--- config.mk ---
export PLATFORM = sky130hd
export DESIGN_NAME = sacc_dev_flat
export DESIGN_NICKNAME = d
export VERILOG_FILES = /design/src/hw/sacc_pkg.sv /design/src/hw/sacc_link_if.sv /design/src/hw/sacc_dev.sv /design/src/flat_wrapper.sv
export VERILOG_INCLUDE_DIRS = /design/src /design/src/hw
export SDC_FILE = /design/constraint.sdc
export NUM_CORES = 1
export LEC_CHECK = 0
export BUFFER_PORTS_ARGS = -buffer_cell sky130_fd_sc_hd__clkbuf_2
export CORE_MARGIN = 1.5
export CORE_UTILIZATION = 45
export DETAILED_ROUTE_END_ITERATION = 6
export HOLD_SLACK_MARGIN = 0.08
export PLACE_DENSITY = 0.64
export SYNTH_ARGS = -nofsm -noshare
export SYNTH_HDL_FRONTEND = slang
export SYNTH_SLANG_ARGS = --single-unit
--- constraint.sdc ---
create_clock -name core_clk -period 4 [get_ports core_clk]
set_clock_uncertainty 0.2 [all_clocks]
set_input_delay 0.4 -clock core_clk [delete_from_list [all_inputs] [get_ports core_clk]]
set_output_delay 0.4 -clock core_clk [all_outputs]
set_load 0.02 [all_outputs]
--- src/hw/sacc_cfg.svh ---
// Purpose: Timing counts and widths for the converter control block.
// Assumes: core_clk runs at 50 MHz.
// Notes: Counts derive from printed times; least times round up.
`ifndef SACC_CFG_SVH
`define SACC_CFG_SVH
`define SACC_CLK_PERIOD_NS 20
`define SACC_RES_BITS 12
`define SACC_CONV_CYCLES_12 14
`define SACC_CONV_CYCLES_10 12
`define SACC_WAKE_NS 1000
`define SACC_WAKE_CYCLES ((`SACC_WAKE_NS + `SACC_CLK_PERIOD_NS - 1) / `SACC_CLK_PERIOD_NS)
`define SACC_ACQ_NS 140
`define SACC_ACQ_CYCLES ((`SACC_ACQ_NS + `SACC_CLK_PERIOD_NS - 1) / `SACC_CLK_PERIOD_NS)
// Read strobe hold: three cycles for the bus to turn on, two through the host's flops, one spare.
`define SACC_READ_CYCLES 6
`define SACC_PULSE_NS 15
`define SACC_PULSE_CYCLES 1
`define SACC_FULL_CODE 12'hfff
`endif

--- src/hw/sacc_pkg.sv ---
// Purpose: Types shared by both ends of the converter link.
// Assumes: Nothing beyond the cfg header.
// Notes: Holds state enumerations only.
package sacc_pkg;
  // Device sequencer states.
  typedef enum logic [1:0] {
    SACC_TRACK = 2'b00,
    SACC_CONV = 2'b01,
    SACC_SLEEP = 2'b10,
    SACC_WAKE = 2'b11
  } sacc_dev_state_e;
  // Host sequencer states.
  typedef enum logic [2:0] {
    SACC_H_IDLE = 3'b000,
    SACC_H_LOW = 3'b001,
    SACC_H_WAIT = 3'b010,
    SACC_H_READ = 3'b011,
    SACC_H_ACQ = 3'b100
  } sacc_host_state_e;
endpackage

--- src/hw/sacc_link_if.sv ---
// Purpose: Pins between the converter and its host.
// Assumes: Single clock core_clk shared by both ends.
// Notes: The result bus wire level is resolved here from the enable.
`timescale 1ns/10ps
`default_nettype none
`include "sacc_cfg.svh"
interface sacc_link_if;
  logic conversion_start_n;
  logic busy;
  logic cs_n;
  logic rd_n;
  logic [`SACC_RES_BITS-1:0] result_bus_o;
  logic result_bus_oe;
  wire [`SACC_RES_BITS-1:0] result_bus;
  // A released bus reads as zero, as with pull-downs; nobody may sample it then.
  assign result_bus = result_bus_oe ? result_bus_o : '0;
  modport dev (
    input conversion_start_n, cs_n, rd_n,
    output busy, result_bus_o, result_bus_oe
  );
  modport host (
    output conversion_start_n, cs_n, rd_n,
    input busy, result_bus
  );
endinterface
`default_nettype wire

--- src/hw/sacc_dev.sv ---
// Purpose: Converter end: conversion sequencing and parallel result readout.
// Assumes: Pin inputs are asynchronous and pass two flip-flops first.
// Notes: The analog side is modelled by the sample_code input.
// Operation
// RQ1: Falling start edge samples, starts, raises busy.
// RQ2: Busy drops at conversion end; host interrupt.
// RQ3: Host reads with select and read together.
// RQ4: Result is unsigned straight binary code.
// RQ5: Host discards first conversion after power-up; sacc_host still delivers it, with res_dummy set.
// RQ6: Host keeps start input at defined level.
// RQ7: Track opens at end, closes at edge.
// RQ8: Drive result only while select, read low.
// RQ9: Release bus when select or read high.
// RQ10: Tied-low read shows result at busy fall.
// RQ11: Host never reads during a conversion.
// RQ12: Start level at end picks mode.
// RQ13: Host raises start before busy falls.
// RQ14: New falling edge during busy restarts.
// RQ15: Host waits 140 ns after busy falls.
// RQ16: Start still low at end means sleep.
// RQ17: Wake on rising edge after 1 us.
// RQ18: Busy rises only after start goes low.
// RQ19: System supplies a continuous master clock.
// RQ20: Conversion lasts 14 or 12 clocks.
// RQ21: Steps begin on first edge after busy.
// RQ22: Start pulse may be as short as 15 ns; here a pulse shorter than one clock may be missed.
// RQ23: After reset: tracking, busy low, bus released.
`timescale 1ns/10ps
`default_nettype none
`include "sacc_cfg.svh"
module sacc_dev
  import sacc_pkg::*;
#(
  parameter bit WIDE12 = 1'b1
) (
  // Clock and reset.
  input wire logic core_clk,
  input wire logic nrst,
  // Analog model input.
  input wire logic [`SACC_RES_BITS-1:0] sample_code,
  // Link pins.
  sacc_link_if.dev link,
  // Status.
  output logic asleep,
  output logic tracking
);
  // *****************************************************************
  // Input synchronisers
  // *****************************************************************
  logic start_m_q, start_s_q, start_p_q;
  logic cs_m_q, cs_s_q, rd_m_q, rd_s_q;
  // Two flops per pin, a third on start for edges; the first stage never feeds logic.
  always_ff @(posedge core_clk or negedge nrst) begin
    if (!nrst) begin
      start_m_q <= 1'b1;
      start_s_q <= 1'b1;
      start_p_q <= 1'b1;
      cs_m_q <= 1'b1;
      cs_s_q <= 1'b1;
      rd_m_q <= 1'b1;
      rd_s_q <= 1'b1;
    end else begin
      start_m_q <= link.conversion_start_n;
      start_s_q <= start_m_q;
      start_p_q <= start_s_q;
      cs_m_q <= link.cs_n;
      cs_s_q <= cs_m_q;
      rd_m_q <= link.rd_n;
      rd_s_q <= rd_m_q;
    end
  end
  // Edges come from the synchronised copies, so a pin pulse shorter than one
  // clock may be missed; the host therefore holds start low a whole clock.
  logic start_fall, start_rise;
  assign start_fall = start_p_q && !start_s_q;
  assign start_rise = !start_p_q && start_s_q;

  // Conversion length for the chosen width.
  function automatic logic [4:0] conv_len(input bit wide);
    conv_len = wide ? 5'(`SACC_CONV_CYCLES_12) : 5'(`SACC_CONV_CYCLES_10);
  endfunction

  // Result code for the chosen width; the narrow variant keeps the top bits.
  function automatic logic [`SACC_RES_BITS-1:0] result_code(
    input logic [`SACC_RES_BITS-1:0] raw);
    result_code = WIDE12 ? raw : {2'b00, raw[`SACC_RES_BITS-1:2]};
  endfunction

  // *****************************************************************
  // Sequencer
  // *****************************************************************
  sacc_dev_state_e state_q;
  logic [4:0] step_q;
  logic [5:0] wake_q;
  logic wake_pend_q;
  logic [`SACC_RES_BITS-1:0] held_q, result_q;
  logic done;
  assign done = (state_q == SACC_CONV) && (step_q == conv_len(WIDE12) - 5'd1);
  // End of wake-up with a start low seen; busy rises at this very edge so the
  // busy pulse is as long after a wake-up as after a start from tracking.
  logic wake_go;
  assign wake_go = (state_q == SACC_WAKE) && (wake_q == 6'(`SACC_WAKE_CYCLES - 1))
    && (wake_pend_q || start_fall);

  // State moves; a short pulse is caught only if a clock edge samples it low.  see RQ22
  always_ff @(posedge core_clk or negedge nrst) begin
    if (!nrst) begin
      state_q <= SACC_TRACK; // see RQ23
    end else begin
      case (state_q)
        SACC_TRACK: if (start_fall) state_q <= SACC_CONV; // see RQ1 see RQ7
        SACC_CONV: begin
          if (start_fall) begin
            state_q <= SACC_CONV; // see RQ14
          end else if (done) begin
            state_q <= start_s_q ? SACC_TRACK : SACC_SLEEP; // see RQ12 see RQ16
          end
        end
        // A falling start while asleep is ignored; only a rising one wakes.
        SACC_SLEEP: if (start_rise) state_q <= SACC_WAKE; // see RQ17
        SACC_WAKE: begin
          // Busy waits for both the wake time and a low start.  see RQ18
          // A start that already rose and fell again is remembered meanwhile.
          if (wake_go) begin
            state_q <= SACC_CONV;
          end
        end
        default: state_q <= SACC_TRACK;
      endcase
    end
  end

  // Step counter restarts on every start, so an abort begins afresh.
  // It stands at zero outside conversion, ready for the first step.
  always_ff @(posedge core_clk or negedge nrst) begin
    if (!nrst) begin
      step_q <= 5'd0;
    end else if (start_fall || state_q != SACC_CONV) begin
      step_q <= 5'd0; // see RQ14 see RQ21
    end else if (!done) begin
      step_q <= step_q + 5'd1; // see RQ20
    end
  end

  // Wake-up timer and a memory of a start edge during wake-up.
  always_ff @(posedge core_clk or negedge nrst) begin
    if (!nrst) begin
      wake_q <= 6'd0;
      wake_pend_q <= 1'b0;
    end else if (state_q != SACC_WAKE) begin
      wake_q <= 6'd0;
      wake_pend_q <= 1'b0;
    end else begin
      if (wake_q != 6'(`SACC_WAKE_CYCLES - 1)) wake_q <= wake_q + 6'd1; // see RQ17
      if (start_fall) wake_pend_q <= 1'b1; // see RQ18
    end
  end

  // Sample is held at the start edge; result lands at the end.
  // The held code models the track-and-hold; a restart takes a fresh sample.
  always_ff @(posedge core_clk or negedge nrst) begin
    if (!nrst) begin
      held_q <= '0;
      result_q <= '0;
    end else begin
      if (start_fall && state_q != SACC_SLEEP) held_q <= sample_code; // see RQ1
      // Narrow variant keeps only the top bits as an unsigned code.  see RQ4
      if (done && !start_fall) begin
        result_q <= result_code(held_q);
      end
    end
  end

  // *****************************************************************
  // Outputs
  // *****************************************************************
  // Busy is high in conversion; drops with the result stored.  see RQ2
  always_ff @(posedge core_clk or negedge nrst) begin
    if (!nrst) begin
      link.busy <= 1'b0;
      asleep <= 1'b0;
      tracking <= 1'b1;
    end else begin
      // A restart on the last step keeps busy high; the end of wake-up raises it.
      link.busy <= (state_q == SACC_CONV && (!done || start_fall)) || wake_go
        || start_fall && state_q == SACC_TRACK;
      asleep <= (state_q == SACC_SLEEP);
      // Tracking follows SACC_TRACK one clock late; a restart or a start in wake-up also takes a sample.
      tracking <= (state_q == SACC_TRACK); // see RQ7
    end
  end

  // Bus drives only while both strobes are low; the result register is
  // copied in the same cycle busy drops, so a tied-low read sees it then.
  always_ff @(posedge core_clk or negedge nrst) begin
    if (!nrst) begin
      link.result_bus_oe <= 1'b0;
      link.result_bus_o <= '0;
    end else begin
      link.result_bus_oe <= !cs_s_q && !rd_s_q; // see RQ8 see RQ9
      link.result_bus_o <= (done && !start_fall) ? result_code(held_q) : result_q; // see RQ10
    end
  end
endmodule // sacc_dev
`default_nettype wire

--- src/flat_wrapper.sv ---
// flat-port wrapper written by rule: the top's interface ports become plain ports
module sacc_dev_flat import sacc_pkg::*;
#(
  parameter bit WIDE12 = 1'b1
)
  (core_clk, nrst, sample_code, asleep, tracking, link_conversion_start_n, link_cs_n, link_rd_n, link_busy, link_result_bus_o, link_result_bus_oe);
  sacc_link_if link_i ();
  input wire logic core_clk;
  input wire logic nrst;
  input wire logic [`SACC_RES_BITS-1:0] sample_code;
  output logic asleep;
  output logic tracking;
  input wire logic [$bits(link_i.conversion_start_n)-1:0] link_conversion_start_n;
  input wire logic [$bits(link_i.cs_n)-1:0] link_cs_n;
  input wire logic [$bits(link_i.rd_n)-1:0] link_rd_n;
  output wire logic [$bits(link_i.busy)-1:0] link_busy;
  output wire logic [$bits(link_i.result_bus_o)-1:0] link_result_bus_o;
  output wire logic [$bits(link_i.result_bus_oe)-1:0] link_result_bus_oe;
  assign link_i.conversion_start_n = link_conversion_start_n;
  assign link_i.cs_n = link_cs_n;
  assign link_i.rd_n = link_rd_n;
  assign link_busy = link_i.busy;
  assign link_result_bus_o = link_i.result_bus_o;
  assign link_result_bus_oe = link_i.result_bus_oe;
  sacc_dev #(.WIDE12(WIDE12)) u_core (.core_clk(core_clk), .nrst(nrst), .sample_code(sample_code), .link(link_i), .asleep(asleep), .tracking(tracking));
endmodule
==> reports/metrics.yaml, run 1 <==
detailed_routing:
  drt-pass1-iter-count: 4
  drc_errors: 0
  drt-total-wl_mm: 3.51
  avgRoutedWirePerCell_um: 14.5
  num_vias: 1224
  via_per_inst: 5.06
  drtAntennaViolNets: 0
  drt-initial-drc-count: 42
critical_path:
  path_max_fanout: 13
  cp.required_ps: 4010
  crit_path_start_kind: "flip-flop"
  r2r_start: "u_core.state_q[0]"
  slowest_delay_ps: 850
  ff2ff_path_depth: 6
  cp-end-kind: "flip-flop"
  path_class: "reg2reg"
  critPathArrivalTime_ps: 2510
  cp_slowest_cell: "nor3b_2"
  timing.rr.end: "u_core.state_q[1]"
  r2r_setup_slack_ps: 1510
  path_cells: "inv_1 -> ha_1 -> nor3b_2 -> a31o_1 -> nand4_1 -> mux2i_1"
clocking:
  cts_sinks: 49
  cts_made_buffers: 5
  max-clock-path-buffers: 2
  htreeDepth: 2
  postCtsSetupBuffers: 0
  path_clk_slew_ps: 90
  ctsResizeCount: 0
  root_buffer: "clkbuf_8"
  clock_latency_ps: 300
  cts_tree: "built"
power_and_ir_drop:
  powerDensity_nw_per_um2: 506
  power.switching_mw: 0.352
  pwr-share-clk_pct: 28.0
  internal_power_mw: 0.880
  ir_drop_uv: 252
  totalPowerFinal_mw: 1.23
  cellLeakagePower_nw: 1.27
  power_frac_comb_pct: 21.8
  seq_power_share_pct: 50.1
  switching_share_pct: 28.6
die:
  core_region_area_um2: 4380
  die_area_um2: 5020
  start_util_pct: 47.2
  dieHeight_um: 70.8
  fp.dieW_um: 70.8
  rows: 24
  ios: 33
sta:
  slew_viol_final: 0
  fmax_mhz: 401
  rsz0062_at_grt: "no"
  worst_slack_ps: 1510
  finalSetupTns_ps: 0
  relSlewSlack_pct: 31.2
  tightest_slew_ps: 1030
  timing.final.crit_share_pct: 62.4
  finalHoldViolations: 0
  fin_crit_ps: 2490
  finalSetupViolations: 0
synthesis:
  synth_area_leaders: "dfrtp_1 (50%), dfstp_2 (10%), mux2_4 (7.3%), mux2_2 (6.5%), ha_1 (4.8%)"
  ys_seq_area_share_pct: 59.7
  syn_inst: 148
  yosysTopAreaCellShare_pct: 49.5
  syn_area_per_cell_um2: 14.0
  synth.largest_area_cell: "dfrtp_1"
  syn_nets: 173
  yosys_register_bits: 49
  syn_area_um2: 2070
  ys_types: 35
  synth_warnings: 0
status:
  status: "finished clean"
global_routing:
  grt_pass1_wl_mm: 6.18
  grt.overflow.total: 0
  grt_max_degree: 50
  grt_pass1_vias: 1392
  grt_util_all_layers_pct: 15.8
  antenna_found_initial: 0
final_layout:
  final_cell_mix: "dfrtp_1 (41), clkbuf_2 (32), mux2_2 (12)"
  n_antenna_cell: 0
  layout_commonest_cell: "dfrtp_1"
  area_growth_pct: 17.6
  drive_above_1_share_pct: 39.5
  post-route-util_pct: 55.5
  final_nets: 214
min_path:
  whs_path_depth: 2
  holdCritPathClass: "in2reg"
  worstHoldEndpoint: "u_core.held_q[0]"
  hold_start: "sample_code[0]"
place:
  io_buffer_count: 32
  dp_hpwl_mm: 2.44
  gp_congestion: 0.840
  post-place-ws_ps: 1550
job:
  drv_cap: 0
[cells in the mapped netlist]
master     n
o21ai_0    5
inv_1      6
nor3b_1    1
and2_1     4
buf_6      1
nand2_1    3
mux2i_1    2
o211a_1    1
o22ai_1    1
nand3_1    7
nand2b_1   3
a21oi_1    2
mux2_2    12
clkbuf_1   1
or3_1      1
xor2_1     3
a211oi_1   1
dfstp_2    8
nor2b_1    2
mux2_1     2
ha_1       8
nor3b_2    1
xnor2_1    4
nand2_2    1
or2_4      1
a22oi_1    1
nor2_1     7
buf_2      1
nand4_1    1
and3_1     3
a31o_1     1
nand2b_2   1
dfrtp_1   41
mux2_4    10
nand4b_4   1
[per-layer routing]
metal / track usage (%) / part of all wire, % / vias up
met5: 0 / 0 / -
li1: - / - / 585
met4: 4.40 / 1.1 / 0
met1: 19.6 / 44 / 610
met2: 26.7 / 51 / 24
met3: 4.99 / 4.0 / 5
[state kept, by name (all words and copies together), names as in the netlist, 2 cells and up]
register         count
u_core.held_q       12
u_core.result_q     12
u_core.state_q       2
u_core.step_q        5
u_core.wake_q        6
[how the worst max path moves through the flow]
stage | startpoint | endpoint | slack [ps]
floorplan | u_core.state_q[0] | u_core.held_q[10] | 2170
global placement | u_core.state_q[0] | u_core.state_q[1] | 1700
detailed placement | u_core.state_q[0] | u_core.state_q[1] | 1550
CTS | u_core.state_q[0] | u_core.state_q[1] | 1460
global route | u_core.state_q[0] | u_core.state_q[1] | 1360
finish | u_core.state_q[0] | u_core.state_q[1] | 1510
[stage by stage]
stage	instances	hold WS, ps	instance area (um^2)
final	242	123	2430
after global routing	242	113	2430
after CTS	242	116	2430
after detailed placement	230	149	2280
after global placement	230	146	2280
after floorplan	148	-95.6	2070
[area by class of cell]
| cell class | count | area (um^2) |
|---|---|---|
| inverter | 6 | 22.5 |
| sequential | 49 | 1240 |
| clock buffer | 6 | 72.6 |
| timing repair buffer | 37 | 208 |
| clock inverter | 2 | 38.8 |
| tap | 52 | 65.1 |
| fill | 390 | 1950 |
| multi-input combinational | 90 | 792 |
[worst max-delay path: cells and delay by family, from the launching register on]
kind / cells / cell delay [ps]
and+or+nand+nor: 2 / 1020
DFF: 1 / 390
adders and majority gates: 1 / 280
muxes: 1 / 230
AOI/OAI and AO/OA: 1 / 190
buffers and inverters: 1 / 90
[timing repair]
action | CTS | global route
endpoints found under the setup margin | 0 | 0
hold endpoints to repair | 44 | 0
hold buffers | 4 | 0
[power by group through the flow]
stage / Combinational (mW) / Sequential [mW] / Clock [mW]
final: 0.269 / 0.618 / 0.346
after floorplan: 0.181 / 0.631 / 0
after CTS: 0.273 / 0.619 / 0.356
after detailed placement: 0.265 / 0.628 / 0
after global placement: 0.253 / 0.621 / 0
after global routing: 0.302 / 0.629 / 0.374
[kinds of logic (layout without fill, tap and decap cells)]
group / after synthesis / in the layout / synth area share [%]
flip-flops: 49 / 49 / 59.7
AND/OR/NAND/NOR: 37 / 37 / 11.0
multiplexers: 26 / 26 / 15.8
AO/OA/AOI/OAI: 12 / 12 / 3.63
buffers and inverters: 9 / 51 / 2.05
adder cells (fa/ha/maj): 8 / 8 / 4.83
XOR/XNOR: 7 / 7 / 2.96
(Power assumes the default switching activity.)
==> run 2, diff against run 1 <==
--- a/config.mk
+++ b/config.mk
@@ -11,7 +11,7 @@
 export CORE_UTILIZATION = 45
 export DETAILED_ROUTE_END_ITERATION = 6
 export HOLD_SLACK_MARGIN = 0.08
-export PLACE_DENSITY = 0.64
+export PLACE_DENSITY = 0.66
 export SYNTH_ARGS = -nofsm -noshare
 export SYNTH_HDL_FRONTEND = slang
 export SYNTH_SLANG_ARGS = --single-unit
==> constraint.sdc (replaced) <==
create_clock -name core_clk -period 2.1 [get_ports core_clk]
set_clock_uncertainty 0.2 [all_clocks]
set_input_delay 0.21 -clock core_clk [delete_from_list [all_inputs] [get_ports core_clk]]
set_output_delay 0.21 -clock core_clk [all_outputs]
set_load 0.02 [all_outputs]
==> reports/metrics.yaml, run 2 (same netlist as run 1, synthesis figures left out) <==
clocking:
  holdBufCountCts: 16  # +12
  postCtsSetupBuffers: 0  # unchanged
  ctsResizeCount: 0  # unchanged
  path_clk_slew_ps: 80  # about the same
  max-clock-path-buffers: 2  # unchanged
  cts_made_buffers: 5  # unchanged
  root_buffer: "clkbuf_8"
  clock_latency_ps: 300  # about the same
  cts_sinks: 49  # unchanged
  htreeDepth: 2  # unchanged
  cts_tree: "built"
power_and_ir_drop:
  ir_drop_uv: 435  # +73%
  cellLeakagePower_nw: 1.32  # +3.7%
  totalPowerFinal_mw: 2.24  # +82%
  powerDensity_nw_per_um2: 879  # +74%
global_routing:
  grt_use_met2_pct: 26.3  # -0.42 points
  use_met3_pct: 3.56  # -1.4 points
  grt_use_met1_pct: 18.7  # -0.87 points
  top_usage_layer: "met2"
  grt_pass1_wl_mm: 6.04  # -2.2%
  grt_pass1_vias: 1354  # -2.7%
  grt.overflow.total: 0  # unchanged
  antenna_found_initial: 0  # unchanged
  grt_util_all_layers_pct: 15.2  # -0.51 points
  grt_max_degree: 29  # -42%
critical_path:
  crit_path_start_kind: "flip-flop"
  r2r_setup_slack_ps: 220  # -1280 ps
  cp.required_ps: 2090  # -1920 ps
  path_buf_inv: 2  # +1
  timing.rr.end: "u_core.held_q[6]"
  cp_slowest_cell: "dfrtp_1"
  cp-end-kind: "flip-flop"
  slowest_delay_ps: 380  # -470 ps
  path_cells: "inv_1 -> ha_1 -> nor3b_2 -> buf_4 -> mux2_2"
  path_class: "reg2reg"
  worstSetupEndpoint: "u_core.held_q[6]"
  cpLargestDelayFamily: "flip-flops"
  r2r_start: "u_core.state_q[0]"
  critPathArrivalTime_ps: 1860  # -650 ps
  ff2ff_path_depth: 5  # -1
  path_max_fanout: 12  # -1
  crit_start: "u_core.state_q[0]"
  cp_num_cells: 5  # -1
detailed_routing:
  drt-initial-drc-count: 47  # +12%
  drtAntennaViolNets: 0  # unchanged
  via_per_inst: 4.90  # -3.1%
  num_vias: 1250  # +2.1%
  drc_errors: 0  # unchanged
  drt-total-wl_mm: 3.50  # -0.23%
  drt-pass1-iter-count: 4  # unchanged
  avgRoutedWirePerCell_um: 13.7  # -5.3%
min_path:
  holdCritPathClass: "reg2reg"
sta:
  finalSetupViolations: 0  # unchanged
  timing.final.crit_share_pct: 89.4  # +27 points
  relSlewSlack_pct: 62.8  # +32 points
  tightest_slew_ps: 558  # -469 ps
  finalSetupTns_ps: 0  # unchanged
  finalHoldViolations: 0  # unchanged
  rsz0062_at_grt: "no"
  slew_viol_final: 0  # unchanged
  fin_crit_ps: 1880  # -618 ps
  fmax_mhz: 533  # +33%
final_layout:
  drive_above_1_share_pct: 36.9  # -2.5 points
  area_growth_pct: 22.9
  final_nets: 227  # +6.1%
  n_antenna_cell: 0  # unchanged
  layout_commonest_cell: "dfrtp_1"
  nFillCells: 370  # -5.1%
  top_regs: "u_core.held_q: 12 flops, u_core.result_q: 12 flops, u_core.wake_q: 6 flops"
  final_cell_mix: "dfrtp_1 (41), clkbuf_2 (32), dlygate4sd3_1 (16)"
die:
  die_area_um2: 5020  # unchanged
  dieHeight_um: 70.8  # unchanged
  ios: 33  # unchanged
  start_util_pct: 47.2  # unchanged
  core_region_area_um2: 4380  # unchanged
  rows: 24  # unchanged
  fp.dieW_um: 70.8  # unchanged
place:
  gp_congestion: 0.757  # -9.8%
  dp_hpwl_mm: 2.50  # +2.7%
  io_buffer_count: 32  # unchanged
job:
  drv_cap: 0  # unchanged
status:
  status: "finished clean"
## run 2: cell types whose count changed in the layout (fill, tap and decap cells not counted), sizes merged
cell / previous run / this run
buf: 1 / 2
dlygate4sd3: 4 / 16
clkbuf: 38 / 39
bufinv: 1 / 0
## run 2: final cells by class
class,instances,area [um^2],share of cell area [%]
Inverter,6,22.5,0.885
Tap cell,52,65.1,2.56
Timing Repair Buffer,50,348,13.7
Clock buffer,7,76.3,3.00
Clock inverter,1,5.00,0.197
Multi-Input combinational cell,90,792,31.1
Sequential cell,49,1240,48.6
## run 2: worst min-delay path by stage
stage / startpoint / to / slack (ps) / cells past startpoint
3_5_place_dp: nrst / u_core.link.result_bus_oe / 30 / 1
6_report: u_core.rd_m_q / u_core.rd_s_q / 160 / 0
5_1_grt: u_core.cs_m_q / u_core.cs_s_q / 170 / 0
2_1_floorplan: nrst / u_core.asleep / -290 / 0
4_1_cts: u_core.cs_m_q / u_core.cs_s_q / 160 / 0
3_3_place_gp: nrst / u_core.link.result_bus_oe / 10 / 1
## run 2: layer usage
layer  vias up  part of all wire [%]
met5         -                     0
met1       604                    45
met3         6                   3.9
li1        612                     -
met4         0                   1.5
met2        28                    49
## run 2: stage by stage
| stage | worst slack, ps | util [%] | instances | instance area [um^2] | hold slack [ps] |
|---|---|---|---|---|---|
| after detailed placement | 223 | 52.5 | 231 | 2300 | 26.5 |
| after floorplan | 270 | - | 148 | 2070 | -286 |
| after global placement | 275 | 52.5 | 231 | 2300 | 11.8 |
| after CTS | 198 | 58.0 | 255 | 2540 | 160 |
| after global routing | 75.5 | 58.0 | 255 | 2540 | 167 |
| final | 224 | 58.0 | 255 | 2540 | 158 |
## run 2: power by group
group	internal [mW]	switching (mW)	total, mW
sequential	1.09	0.0906	1.18
clock	0.234	0.287	0.521
combinational	0.254	0.284	0.538
total	1.58	0.662	2.24
